**src/hw/qdc_pkg.sv**
```systemverilog
// Shared constants for the quad converter serial control block.
package qdc_pkg;

	// Word and channel shape
	localparam int unsigned WORD_BITS = 24;
	localparam int unsigned DATA_BITS = 16;
	localparam int unsigned CHANNELS  = 4;
	localparam int unsigned PIN_COUNT = 10;
	localparam logic [4:0]  FRAME_BITS = 5'h18;
	localparam logic [4:0]  CNT_MAX    = 5'h1F;

	// Command word fields
	localparam int unsigned F_READ   = 23;
	localparam int unsigned F_SEL_HI = 22;
	localparam int unsigned F_SEL_LO = 20;
	localparam int unsigned F_CH_HI  = 17;
	localparam int unsigned F_CH_LO  = 16;
	localparam logic [2:0]  SEL_DATA = 3'h0;
	localparam logic [2:0]  SEL_CTRL = 3'h1;

	// Control word bit positions
	localparam int unsigned CTL_DAISY  = 0;
	localparam int unsigned CTL_DIR_LO = 2;
	localparam int unsigned CTL_OUT_LO = 4;

	// Codes and reset values
	localparam logic [15:0] CLEAR_CODE = 16'h0000;
	localparam logic [15:0] MID_CODE   = 16'h8000;
	localparam logic [15:0] SIGN_FLIP  = 16'h8000;
	localparam logic [9:0]  PIN_IDLE   = 10'h3FF;
	localparam logic [1:0]  DIR_RESET  = 2'h0;
	localparam logic [1:0]  OUT_RESET  = 2'h3;

	// Serial clock limits
	localparam int unsigned CLK_MHZ      = 100;
	localparam int unsigned SCLK_MAX_MHZ = 30;

endpackage

```
**src/hw/qdc_word_if.sv**
```systemverilog
// Valid/ready carrier for captured serial words between internal modules.
interface qdc_word_if;
	logic        valid;
	logic        ready;
	logic [23:0] data;

	modport prod (output valid, output data, input ready);
	modport cons (input valid, input data, output ready);
endinterface

```
**src/hw/qdc_word_buf.sv**
```systemverilog
// Two-entry word buffer between frame capture and register update.
module qdc_word_buf (
	// Clock and reset
	input  wire logic clk_i,
	input  wire logic rst_n_i,
	// Filling and draining sides
	qdc_word_if.cons  in_if,
	qdc_word_if.prod  out_if
);

	logic [1:0][23:0] mem_reg;
	logic             wr_ptr_reg;
	logic             rd_ptr_reg;
	logic [1:0]       fill_reg;
	wire              push;
	wire              pop;

	assign in_if.ready  = (fill_reg != 2'h2);
	assign out_if.valid = (fill_reg != 2'h0);
	assign out_if.data  = mem_reg[rd_ptr_reg];
	assign push         = in_if.valid & in_if.ready;
	assign pop          = out_if.valid & out_if.ready;

	always_ff @(posedge clk_i or negedge rst_n_i) begin
		if (!rst_n_i) begin
			mem_reg    <= '0;
			wr_ptr_reg <= 1'b0;
			rd_ptr_reg <= 1'b0;
			fill_reg   <= 2'h0;
		end else begin
			if (push) begin
				mem_reg[wr_ptr_reg] <= in_if.data;
				wr_ptr_reg          <= ~wr_ptr_reg;
			end
			if (pop)
				rd_ptr_reg <= ~rd_ptr_reg;
			fill_reg <= fill_reg + {1'b0, push} - {1'b0, pop};
		end
	end

endmodule

```
**src/hw/qdc_top.sv**
```systemverilog
// Serial control logic of a quad 16-bit voltage-output converter.

////////////////////////////////////////////////////////////////////////////////
module qdc_top (
	// Clock and reset
	input  wire logic                         clk_i,
	input  wire logic                         rst_n_i,
	// Serial port
	input  wire logic                         sclk_i,
	input  wire logic                         sync_n_i,
	input  wire logic                         serial_in_i,
	output logic                              serial_out_o,
	// Control pins
	input  wire logic                         clear_n_i,
	input  wire logic                         load_strobe_n_i,
	input  wire logic                         reset_in_n_i,
	input  wire logic                         coding_select_i,
	input  wire logic                         monitor_ok_i,
	output logic                              monitor_reset_out_o,
	// Digital I/O port
	input  wire logic [1:0]                   io_bit_i,
	output logic      [1:0]                   io_bit_o,
	output logic      [1:0]                   io_bit_oe_n_o,
	// Converter codes, offset binary toward the analog stage
	output logic      [qdc_pkg::CHANNELS-1:0][15:0] dac_drive_o
);

	////////////////////////////////////////////////////////////////////////////
	// Pin synchronisers

	logic [9:0] pin_s1_reg;
	logic [9:0] pin_s2_reg;
	logic       sclk_q_reg;
	logic       sync_q_reg;
	logic       load_q_reg;
	wire  [9:0] pin_raw;

	assign pin_raw = {io_bit_i, monitor_ok_i, coding_select_i, reset_in_n_i,
		load_strobe_n_i, clear_n_i, serial_in_i, sync_n_i, sclk_i};

	// Idle-high reset value mirrors the pin pull-ups, so nothing fires at release
	always_ff @(posedge clk_i or negedge rst_n_i) begin
		if (!rst_n_i) begin
			pin_s1_reg <= qdc_pkg::PIN_IDLE;
			pin_s2_reg <= qdc_pkg::PIN_IDLE;
			sclk_q_reg <= 1'b1;
			sync_q_reg <= 1'b1;
			load_q_reg <= 1'b1;
		end else begin
			pin_s1_reg <= pin_raw;
			pin_s2_reg <= pin_s1_reg;
			sclk_q_reg <= pin_s2_reg[0];
			sync_q_reg <= pin_s2_reg[1];
			load_q_reg <= pin_s2_reg[4];
		end
	end

	wire       sclk_s    = pin_s2_reg[0];
	wire       sync_s    = pin_s2_reg[1];
	wire       sin_s     = pin_s2_reg[2];
	wire       clear_s   = pin_s2_reg[3];
	wire       load_s    = pin_s2_reg[4];
	wire       reset_in_n_s   = pin_s2_reg[5];
	wire       coding_s  = pin_s2_reg[6];
	wire       mon_s     = pin_s2_reg[7];
	wire [1:0] io_s      = pin_s2_reg[9:8];

	// Edges are found by sampling; each serial clock phase must span two clk periods,
	// which caps the usable rate below the port's nominal maximum at this clk.
	wire sclk_fall = sclk_q_reg & ~sclk_s;
	wire sclk_rise = ~sclk_q_reg & sclk_s;
	wire sync_rise = ~sync_q_reg & sync_s;
	wire load_fall = load_q_reg & ~load_s;
	wire hard_ok   = reset_in_n_s & mon_s;

	////////////////////////////////////////////////////////////////////////////
	// Frame capture and serial output

	logic [23:0] shift_reg;
	logic [4:0]  cnt_reg;
	logic        sout_reg;
	logic        rb_armed_reg;
	logic        daisy_reg;
	logic [1:0]  dir_reg;
	logic [1:0]  out_reg;
	logic        mon_reg;
	// Per-channel registers live in the generate loop; these nets gather them
	wire  [qdc_pkg::CHANNELS-1:0][15:0] dac_code;
	wire  [qdc_pkg::CHANNELS-1:0][15:0] drive_all;

	wire        frame_ok  = daisy_reg ? (cnt_reg >= qdc_pkg::FRAME_BITS)
	                                  : (cnt_reg == qdc_pkg::FRAME_BITS);
	wire        word_done = sync_rise & frame_ok;
	wire        is_read   = shift_reg[qdc_pkg::F_READ];
	wire [2:0]  cmd_sel   = shift_reg[qdc_pkg::F_SEL_HI:qdc_pkg::F_SEL_LO];
	wire [1:0]  cmd_ch    = shift_reg[qdc_pkg::F_CH_HI:qdc_pkg::F_CH_LO];
	wire [15:0] ctrl_view = {8'h00, io_s, out_reg, dir_reg, 1'b0, daisy_reg};
	wire [15:0] rb_value  = (cmd_sel == qdc_pkg::SEL_CTRL) ? ctrl_view : dac_code[cmd_ch];
	wire [23:0] rb_word   = {1'b0, cmd_sel, 2'b00, cmd_ch, rb_value};
	wire        sout_en   = daisy_reg | rb_armed_reg;

	always_ff @(posedge clk_i or negedge rst_n_i) begin
		if (!rst_n_i) begin
			shift_reg    <= '0;
			cnt_reg      <= 5'h00;
			sout_reg     <= 1'b0;
			rb_armed_reg <= 1'b0;
		end else begin
			if (word_done && is_read) begin
				shift_reg    <= rb_word;
				sout_reg     <= rb_word[23];
				rb_armed_reg <= 1'b1;
			end else if (sync_rise) begin
				rb_armed_reg <= 1'b0;
			end else if (!sync_s && sclk_fall) begin
				shift_reg <= {shift_reg[22:0], sin_s};
				if (cnt_reg != qdc_pkg::CNT_MAX)
					cnt_reg <= cnt_reg + 5'h01;
			end else if (!sync_s && sclk_rise) begin
				sout_reg <= sout_en & shift_reg[23];
			end
			if (sync_s)
				cnt_reg <= 5'h00;
		end
	end

	assign serial_out_o = sout_reg;

	////////////////////////////////////////////////////////////////////////////
	// Word buffer

	qdc_word_if cap_if ();
	qdc_word_if upd_if ();

	// A word finished while both entries are full is dropped
	assign cap_if.valid = word_done & ~is_read;
	assign cap_if.data  = shift_reg;
	// Updates stall during clear or reset so buffered words apply afterwards
	assign upd_if.ready = clear_s & hard_ok;

	qdc_word_buf u_buf (
		.clk_i   (clk_i),
		.rst_n_i (rst_n_i),
		.in_if   (cap_if),
		.out_if  (upd_if)
	);

	wire        upd_go   = upd_if.valid & upd_if.ready;
	wire [2:0]  upd_sel  = upd_if.data[qdc_pkg::F_SEL_HI:qdc_pkg::F_SEL_LO];
	wire [1:0]  upd_ch   = upd_if.data[qdc_pkg::F_CH_HI:qdc_pkg::F_CH_LO];
	wire [15:0] upd_val  = upd_if.data[15:0];
	wire        data_wr  = upd_go & (upd_sel == qdc_pkg::SEL_DATA);
	wire        ctrl_wr  = upd_go & (upd_sel == qdc_pkg::SEL_CTRL);

	////////////////////////////////////////////////////////////////////////////
	// Control, I/O port and monitor

	always_ff @(posedge clk_i or negedge rst_n_i) begin
		if (!rst_n_i) begin
			daisy_reg <= 1'b0;
			dir_reg   <= qdc_pkg::DIR_RESET;
			out_reg   <= qdc_pkg::OUT_RESET;
			mon_reg   <= 1'b0;
		end else begin
			if (ctrl_wr) begin
				daisy_reg <= upd_val[qdc_pkg::CTL_DAISY];
				dir_reg   <= upd_val[qdc_pkg::CTL_DIR_LO +: 2];
				out_reg   <= upd_val[qdc_pkg::CTL_OUT_LO +: 2];
			end
			mon_reg <= mon_s;
		end
	end

	// Released pins rely on the pad's weak pull-up to read high
	assign io_bit_o            = out_reg;
	assign io_bit_oe_n_o       = ~dir_reg;
	assign monitor_reset_out_o = mon_reg;

	////////////////////////////////////////////////////////////////////////////
	// Channel registers

	// Reset to 0 V: mid code in offset binary, zero in twos complement
	wire [15:0] reset_code = coding_s ? qdc_pkg::MID_CODE : qdc_pkg::CLEAR_CODE;
	wire [15:0] drive_flip = coding_s ? 16'h0000 : qdc_pkg::SIGN_FLIP;

	for (genvar c = 0; c < qdc_pkg::CHANNELS; c++) begin : g_ch
		logic [15:0] input_reg;
		logic [15:0] code_reg;
		logic        pend_reg;
		logic [15:0] drive_reg;
		wire         wr_hit = data_wr & (upd_ch == 2'(c));

		always_ff @(posedge clk_i or negedge rst_n_i) begin
			if (!rst_n_i) begin
				input_reg <= qdc_pkg::CLEAR_CODE;
				code_reg  <= qdc_pkg::CLEAR_CODE;
				pend_reg  <= 1'b0;
				drive_reg <= qdc_pkg::MID_CODE;
			end else begin
				if (!hard_ok) begin
					code_reg <= reset_code;
					pend_reg <= 1'b0;
				end else if (!clear_s) begin
					code_reg <= qdc_pkg::CLEAR_CODE;
					pend_reg <= 1'b0;
				end else if (wr_hit) begin
					input_reg <= upd_val;
					if (!load_s) begin
						code_reg <= upd_val;
						pend_reg <= 1'b0;
					end else begin
						pend_reg <= 1'b1;
					end
				end else if (load_fall && pend_reg) begin
					code_reg <= input_reg;
					pend_reg <= 1'b0;
				end
				drive_reg <= code_reg ^ drive_flip;
			end
		end

		assign dac_code[c]  = code_reg;
		assign drive_all[c] = drive_reg;
	end

	assign dac_drive_o = drive_all;

endmodule

```
**config.mk**
```make
export PLATFORM = sky130hd
export DESIGN_NAME = qdc_top
export DESIGN_NICKNAME = d
export VERILOG_FILES = /design/src/hw/qdc_pkg.sv /design/src/hw/qdc_word_if.sv /design/src/hw/qdc_word_buf.sv /design/src/hw/qdc_top.sv
export SDC_FILE = /design/constraint.sdc
export NUM_CORES = 1
export LEC_CHECK = 0
export ABC_CLOCK_PERIOD_IN_PS = 6510
export CORE_UTILIZATION = 40
export CTS_BUF_LIST = sky130_fd_sc_hd__clkbuf_8
export DETAILED_ROUTE_END_ITERATION = 6
export DONT_BUFFER_PORTS = 1
export PLACE_DENSITY = 0.63
export SYNTH_ARGS = -nofsm -noshare
export SYNTH_HDL_FRONTEND = slang
export SYNTH_HIERARCHICAL = 1
export SYNTH_SLANG_ARGS = --single-unit
```
**constraint.sdc**
```tcl
create_clock -name clk_i -period 6.51 [get_ports clk_i]
set_input_delay 0.3255 -clock clk_i [delete_from_list [all_inputs] [get_ports clk_i]]
set_output_delay 0.3255 -clock clk_i [all_outputs]
set_load 0.02 [all_outputs]
```
## Word-level counts from Yosys, hierarchy flattened

Index checks and enable logic that the tools add are counted.

| storage, ports and cells | value |
|---|---|
| output and inout port bits | 70 |
| input bits | 12 |
| bits in registers | 308 |
| logic and storage cells | 183 |
| ROM bits | 0 |
| memories kept | 0 |
| bits in writable memories | 0 |
| bits in latches | 0 |

| cells by class | value |
|---|---|
| reduce and logical (&&, ||, !) cells | 29 |
| $lt $le $gt $ge | 5 |
| equal/unequal tests | 20 |
| $mul | 0 |
| mux-type cells | 59 |
| shifts and indexed selects | 0 |
| add/subtract/negate cells | 3 |
| bitwise logic cells | 32 |
| divide/modulo/power cells | 0 |

Operator list:

| operator | count |
|---|---|
| $mux W16 | 21 |
| $mux W24 | 4 |
| $xor A16 B16 Y16 | 4 |
| $bwmux W48 | 1 |
| $mux W23 | 2 |
| $bmux W16 S2 | 1 |
| $mux W5 | 5 |
| $demux W24 S1 | 1 |
| $mux W1 | 24 |
| $reduce_and A3 Y1 | 6 |
| $and A1 B1 Y1 | 17 |
| $ne A4 B2 Y1 const B | 4 |
| $ne A4 B4 Y1 const B | 4 |
| $reduce_bool A2 Y1 | 6 |
| $reduce_and A2 Y1 | 5 |
| $not A1 Y1 | 9 |
| $logic_and A1 B1 Y1 | 8 |
| $ne A2 B2 Y1 const B | 4 |
| $eq A3 B1 Y1 const B | 2 |
| $add A5 B1 Y5 const B | 1 |
| $eq A5 B5 Y1 const B | 1 |
| $ge A5 B5 Y1 const B | 1 |
| $ne A5 B5 Y1 const B | 1 |
| $eq A2 B2 Y1 const B | 2 |
| 13 further kinds | 14 |

## Depth between registers and ports, before layout

Gate-level depths: netlist of the first run.

| depth | value |
|---|---|
| depth after elaboration | 8 |
| mapped depth | 10 |
| depth with buffers taken out | 10 |

## Cells and area by module

The synthesis of the first run kept the hierarchy.

By module, submodules not included:

| module | cells an instance | times used | area each (sq um) | seq. area each (sq um) |
|---|---|---|---|---|
| qdc_top | 584 | 1 | 9492.9 | 6442.4 |
| qdc_word_buf | 151 | 1 | 2316.0 | 1301.2 |

## Worst setup path before layout of the first run

Ideal clock, no wire load.

| timing path | value |
|---|---|
| path kind | register to register |
| from | register u_buf.rd_ptr_reg |
| to | register g_ch[3].code_reg[10] |
| setup slack | 3.623 ns |
| library setup time | 0.121 ns |
| arrival time | 2.766 ns |
| clock period less this slack | 2.887 ns |
| buffers on the path | 3 |
| cell stages (with the launch flop) | 9 |
| required time | 6.389 ns |
| path through | dfrtp_1 > clkbuf_1 > buf_2 > mux2_2 > or4b_4 > nor3_4 > buf_6 > mux2_2 > a22o_1 |

| on the way | value |
|---|---|
| cells in the longest elaborated chain, start to end | 8 |
| elaborated cells on any way between the ends | 13 |
| those cells by class | eq/ne: 3; mux: 6; bitwise: 2; reduce/logical: 2 |

RTL lines:

| item | line | text |
|---|---|---|
| from (decl) | qdc_word_buf.sv:13 | `logic rd_ptr_reg;` |
| from (signal assigned) | qdc_word_buf.sv:36 | `rd_ptr_reg <= ~rd_ptr_reg;` |
| $mux W23 (implied by the code) (*) (2 in a row) | qdc_word_buf.sv:20 | `assign out_if.data = mem_reg[rd_ptr_reg];` |
| via upd_if.data[21] | qdc_word_if.sv:5 | `logic [23:0] data;` |
| $logic_not A3 Y1 (*) | qdc_top.sv:152 | `wire data_wr = upd_go & (upd_sel == qdc_pkg::SEL_DATA);` |
| $and A1 B1 Y1 (*) | qdc_top.sv:152 |  |
| $and A1 B1 Y1 (*) | qdc_top.sv:191 | `wire wr_hit = data_wr & (upd_ch == 2'(c));` |
| $mux W16 | qdc_top.sv:206 | `end else if (wr_hit) begin` |
| $mux W16 | qdc_top.sv:203 | `end else if (!clear_s) begin` |
| $mux W16 | qdc_top.sv:200 | `if (!hard_ok) begin` |
| to (signal assigned) | qdc_top.sv:201 | `code_reg <= reset_code;` |
| to (signal assigned) | qdc_top.sv:204 | `code_reg <= qdc_pkg::CLEAR_CODE;` |
| to (signal assigned) | qdc_top.sv:209 | `code_reg <= upd_val;` |
| to (decl) | qdc_top.sv:188 | `logic [15:0] code_reg;` |

Mark *: on every way through the listed nets, which the timed path passes. The rest lies on a longest branch. The select of a mux whose other input is x is not followed.
A chain may end at the register's enable or synchronous reset.

## Worst setup path in the final report of the first run

| timing path | value |
|---|---|
| from | register u_buf.rd_ptr_reg |
| to | register g_ch[3].code_reg[3] |

Same word-level chain as after synthesis.

==> results of run 1 <==
[cell usage in the layout (no fill, tap or decap), types with 4 or more instances in the layout]
cell type / instances
sky130_fd_sc_hd__inv_1: 32
sky130_fd_sc_hd__dfrtp_1: 273
sky130_fd_sc_hd__a21oi_1: 6
sky130_fd_sc_hd__mux4_2: 16
sky130_fd_sc_hd__o21ai_0: 12
sky130_fd_sc_hd__xnor2_1: 7
sky130_fd_sc_hd__clkinv_2: 8
sky130_fd_sc_hd__nand2_1: 13
sky130_fd_sc_hd__a221o_1: 15
sky130_fd_sc_hd__mux2i_1: 10
sky130_fd_sc_hd__dfstp_2: 29
sky130_fd_sc_hd__mux2_4: 24
sky130_fd_sc_hd__buf_4: 9
sky130_fd_sc_hd__mux2_2: 112
sky130_fd_sc_hd__clkbuf_8: 55
sky130_fd_sc_hd__dlygate4sd3_1: 10
sky130_fd_sc_hd__nor2_1: 23
sky130_fd_sc_hd__nor2b_1: 13
sky130_fd_sc_hd__a22o_1: 60
sky130_fd_sc_hd__ha_1: 4
[metrics by stage]
stage          instances  worst slack (ps)   util  cell area, um^2  hold WS, ps
2_1_floorplan        720              3690      -            11600         29.9
3_3_place_gp        1077              3010  0.425            11900         41.8
3_5_place_dp        1077              2820  0.425            11900         40.3
4_1_cts             1175              2800  0.462            13000         -572
5_1_grt             1175              2590  0.462            13000         -575
6_report            1175              2810  0.462            13000         -524
[final timing paths]
kind	start	endpoint	slack [ps]	cells past startpoint
min in group clk_i	sclk_i	pin_s1_reg[0]	310	1
worst max register to register	u_buf/rd_ptr_reg	g_ch[3].code_reg[3]	2810	5
worst max-delay path	u_buf/rd_ptr_reg	g_ch[3].code_reg[3]	2810	5
max in group asynchronous	rst_n_i	u_buf/mem_reg[38]	6470	0
worst min-delay path	rst_n_i	g_ch[0].input_reg[6]	-520	0
worst min register to register	pin_s1_reg[8]	pin_s2_reg[8]	350	0
[worst reg2reg max path, stage by stage, from the launching register on]
cell and delay, ps:
sky130_fd_sc_hd__dfrtp_1 1020, sky130_fd_sc_hd__mux2_2 490, sky130_fd_sc_hd__or3b_1 410, sky130_fd_sc_hd__o311a_1 590, sky130_fd_sc_hd__nor2_1 870, sky130_fd_sc_hd__a22o_1 250
[power by group through the flow]
stage / clock network, uW / registers [uW] / logic, uW
after global placement: 0 / 1980 / 53.7
final: 1570 / 1950 / 60.2
after floorplan: 0 / 1970 / 41.2
after global routing: 1710 / 1950 / 64.5
after CTS: 1620 / 1950 / 60.3
after detailed placement: 0 / 1980 / 54.9
[per-layer routing]
layer  wire length [um]  up-vias  global-route usage
met5                  0        -                   0
met4                519        0              0.0604
met3               1090       45              0.0334
met2              12700      150               0.300
met1              11200     3405               0.243
li1                   -     2731                   -
[final cells by class]
class / count / share of cell area
Clock buffer: 55 / 0.0583
Clock inverter: 33 / 0.0152
Inverter: 13 / 0.00376
Multi-Input combinational cell: 375 / 0.289
Sequential cell: 302 / 0.585
Tap cell: 378 / 0.0364
Timing Repair Buffer: 19 / 0.0129
==> impl_metrics.env, run 1 <==
export IMPL_outcome="complete, but fails checks"
export IMPL_failed_checks="hold timing"
export IMPL_slew_viol_final=0
export IMPL_layout_area_overhead_vs_synth_pct=12.3
export IMPL_clock_tree_root_cell="sky130_fd_sc_hd__clkbuf_8"
export IMPL_worst_ir_drop_vdd_v=0.000175
export IMPL_rows=61
export IMPL_cts_inserted_buffers=47
export IMPL_timing_critical_path_slowest_stage_cell="sky130_fd_sc_hd__dfrtp_1"
export IMPL_clk_pin_slew_ps=60
export IMPL_critical_path_arrival_ps=4170
export IMPL_maxCapViolations=0
export IMPL_post_cts_resized_instances=0
export IMPL_clk_latency_ps=550
export IMPL_global_route_total_overflow=0
export IMPL_rsz0062_at_grt="no"
export IMPL_antenna_violating_nets_post_route=0
export IMPL_post_dp_hpwl_um=15800
export IMPL_core_region_area_um2=28100
export IMPL_routed_via_count=6331
export IMPL_setup_violations_final=0
export IMPL_cts_buffer_depth=3
export IMPL_timing_critical_path_fanout_max=22
export IMPL_vias_per_cell=5.39
export IMPL_pin_count_of_the_biggest_net_entering_global_routing=303
export IMPL_sequential_cell_area_um2=7590
export IMPL_post_synthesis_area_per_instance_um2=16.1
export IMPL_final_layout_size_suffix_gt1_frac=0.359
export IMPL_cts_num_sinks=302
export IMPL_clk_skew_ps=16.3
export IMPL_port_buffers=0
export IMPL_route_final_wire_length_um=25500
export IMPL_dr_pass1_iters=5
export IMPL_start_util=0.411
export IMPL_drc=0
export IMPL_p_clk_frac=0.439
export IMPL_path_cells="mux2_2, or3b_1, o311a_1, nor2_1, a22o_1"
export IMPL_ys_warnings_count=6
export IMPL_critPathKind="flop to flop"
export IMPL_pwr_dens_nw_per_um2=276
export IMPL_htree_num_levels=2
export IMPL_min_period_ps=3700
export IMPL_relative_contribution_of_sequential_cells_to_total_power=0.544
export IMPL_first_iter_violations=468
export IMPL_buf_inv_stages_crit_path=0
export IMPL_finalHoldWorstSlack_ps=-524
export IMPL_crit_required_ps=6980
export IMPL_slew_headroom=0.193
export IMPL_tritoncts="yes"
export IMPL_post_synth_inst_count=720
export IMPL_multi_input_area_um2=3750
export IMPL_worst_setup_path_end_kind="flop"
export IMPL_timing_critical_path_max_delay_family="simple AND/OR/NAND/NOR gates"
export IMPL_worst_slew_pin_transition_ps=1210
export IMPL_cell_internal_pwr_uw=2790
export IMPL_routed_wire_length_per_instance_um=21.7
export IMPL_final_number_of_hold_violating_endpoints=302
export IMPL_power_frac_comb=0.017
export IMPL_leakage_uw=0.00637
export IMPL_final_nets=774
export IMPL_n_antenna_cell=0
export IMPL_die_width_um=172
export IMPL_syn_num_nets=736
export IMPL_fp_dieH_um=172
export IMPL_synthesis_area_um2=11600
export IMPL_p_switching_uw=786
export IMPL_grt_first_pass_wirelength_um=40500
export IMPL_finalSetupTns_ps=0
export IMPL_grt_pass1_vias=6946
export IMPL_grt_antenna_before_repair=0
export IMPL_critical_path_max_stage_delay_ps=1020
export IMPL_timing_critical_path_from_type="flop"
export IMPL_fillCellCount=2494
export IMPL_worst_hold_path_type="input port to async pin"
export IMPL_cts_hold_buffers=10
export IMPL_top_achievable_clock_speed_ghz=0.270
export IMPL_die_area_um2=29600
export IMPL_post_cts_setup_buffer_count=0
export IMPL_place_congestion=0.824
export IMPL_final_min_period_over_clock_period=0.569
export IMPL_report_power_total_uw=3580
export IMPL_grt_total_usage=0.182
export IMPL_swShare=0.220
export IMPL_io_pin_count=82
Note: power is estimated with default switching activity, not from simulation.
==> inputs of run 2 (changes only) <==
- ABC_CLOCK_PERIOD_IN_PS: 6510 -> 3800
- clock period: 6.51 -> 3.8 ns (I/O delays scaled with it)
==> run 2 against run 1 <==
Compared with the run above: the flow still finishes with violations (hold timing); routed wire length increased by 1.7%; via count decreased by 0.55%; first-iteration DRC count decreased by 21%; critical endpoint is now g_ch[3].code_reg[4]; power increased by 74%.
==> impl_metrics.env, run 2 (synthesis results as in run 1) <==
export IMPL_finalSetupTns_ps=0
export IMPL_cts_num_sinks=302
export IMPL_timing_critical_path_fanout_max=12
export IMPL_worst_hold_path_type="input port to async pin"
export IMPL_route_final_wire_length_um=25900
export IMPL_r2r_setup_slack_ps=620
export IMPL_timing_critical_path_from_type="flop"
export IMPL_post_dp_hpwl_um=16300
export IMPL_layout_area_overhead_vs_synth_pct=13.0
export IMPL_setup_violations_final=0
export IMPL_clk_latency_ps=570
export IMPL_worst_slew_pin_transition_ps=1140
export IMPL_global_route_total_overflow=0
export IMPL_first_iter_violations=372
export IMPL_final_common_cell="sky130_fd_sc_hd__dfrtp_1"
export IMPL_fp_dieH_um=172
export IMPL_htree_num_levels=2
export IMPL_failed_checks="hold timing"
export IMPL_final_nets=781
export IMPL_critPathKind="flop to flop"
export IMPL_die_width_um=172
export IMPL_tritoncts="yes"
export IMPL_final_number_of_hold_violating_endpoints=302
export IMPL_routed_via_count=6296
export IMPL_dr_pass1_iters=4
export IMPL_pwr_dens_nw_per_um2=476
export IMPL_grt_antenna_before_repair=0
export IMPL_cts_buffer_depth=3
export IMPL_slew_viol_final=0
export IMPL_drc=0
export IMPL_clock_tree_root_cell="sky130_fd_sc_hd__clkbuf_8"
export IMPL_final_layout_size_suffix_gt1_frac=0.371
export IMPL_finalHoldWorstSlack_ps=-666
export IMPL_worst_ir_drop_vdd_v=0.000284
export IMPL_grt_first_pass_wirelength_um=40900
export IMPL_routed_wire_length_per_instance_um=22.0
export IMPL_outcome="complete, but fails checks"
export IMPL_place_congestion=0.785
export IMPL_n_antenna_cell=0
export IMPL_grt_pass1_vias=6977
export IMPL_critical_path_arrival_ps=3630
export IMPL_rows=61
export IMPL_pin_count_of_the_biggest_net_entering_global_routing=303
export IMPL_layout_common_cells="sky130_fd_sc_hd__dfrtp_1, sky130_fd_sc_hd__mux2_2, sky130_fd_sc_hd__clkbuf_8"
export IMPL_port_buffers=0
export IMPL_min_period_ps=3180
export IMPL_leakage_uw=0.00642
export IMPL_die_area_um2=29600
export IMPL_final_min_period_over_clock_period=0.837
export IMPL_maxCapViolations=0
export IMPL_slew_headroom=0.237
export IMPL_reg2reg_depth=6
export IMPL_cts_inserted_buffers=48
export IMPL_rsz0062_at_grt="no"
export IMPL_clk_skew_ps=27.1
export IMPL_grt_total_usage=0.184
export IMPL_worst_setup_path_end_kind="flop"
export IMPL_start_util=0.411
export IMPL_clk_pin_slew_ps=60
export IMPL_antenna_violating_nets_post_route=0
export IMPL_io_pin_count=82
export IMPL_crit_required_ps=4240
export IMPL_vias_per_cell=5.33
export IMPL_cts_hold_buffers=10
export IMPL_top_achievable_clock_speed_ghz=0.314
export IMPL_core_region_area_um2=28100
-- run 2: repair_timing --
item / in CTS / in global routing
gates resized for setup: 0 / 0
setup endpoints to repair: 0 / 0
endpoints found under the hold margin: 312 / 302
setup buffers: 0 / 0
-- run 2: final timing paths --
check                                 start                    end
setup / recovery           u_buf/rd_ptr_reg    g_ch[3].code_reg[4]
hold / removal                      rst_n_i   g_ch[1].input_reg[6]
setup reg to reg           u_buf/rd_ptr_reg    g_ch[3].code_reg[4]
hold reg to reg               pin_s1_reg[5]          pin_s2_reg[5]
max in group asynchronous           rst_n_i  g_ch[2].drive_reg[15]
min in group clk_i              io_bit_i[0]          pin_s1_reg[8]
-- run 2: through the flow --
stage	total power, uW	cells	setup WS, ps	instance area (um^2)	utilization
global placement	3480	1083	738	12000	0.426
global route	6440	1182	522	13100	0.465
floorplan	3440	720	977	11600	-
CTS	6280	1182	611	13100	0.465
finish	6210	1182	619	13100	0.465
detailed placement	3490	1083	623	12000	0.426
-- run 2: worst max-delay path, stage by stage (launching register included) --
cell and delay [ps]:
sky130_fd_sc_hd__dfrtp_1 670, sky130_fd_sc_hd__mux2_2 460, sky130_fd_sc_hd__or4b_4 580, sky130_fd_sc_hd__nor3_4 470
sky130_fd_sc_hd__buf_4 310, sky130_fd_sc_hd__mux2_2 370, sky130_fd_sc_hd__a22o_1 200
-- run 2: metal layers --
metal | part of all wire | vias up | track usage | wire (um)
met5 | 0 | - | 0 | 0
met4 | 0.023 | 0 | 0.0627 | 604
met3 | 0.042 | 50 | 0.0369 | 1080
met2 | 0.51 | 148 | 0.310 | 13200
met1 | 0.43 | 3371 | 0.236 | 11100
li1 | - | 2727 | - | -
-- run 2: final cells by class --
type | count | area (um^2)
multi-input combinational | 375 | 3740
fill | 2498 | 15000
tap | 378 | 473
clock buffer | 64 | 881
timing repair buffer | 25 | 213
inverter | 13 | 48.8
clock inverter | 25 | 116
sequential | 302 | 7590
-- run 2: power by group --
| part | switching (uW) | internal, uW |
|---|---|---|
| Sequential | 54.7 | 3280 |
| Combinational | 58.6 | 47.4 |
| Clock | 1260 | 1510 |
| Total | 1370 | 4840 |
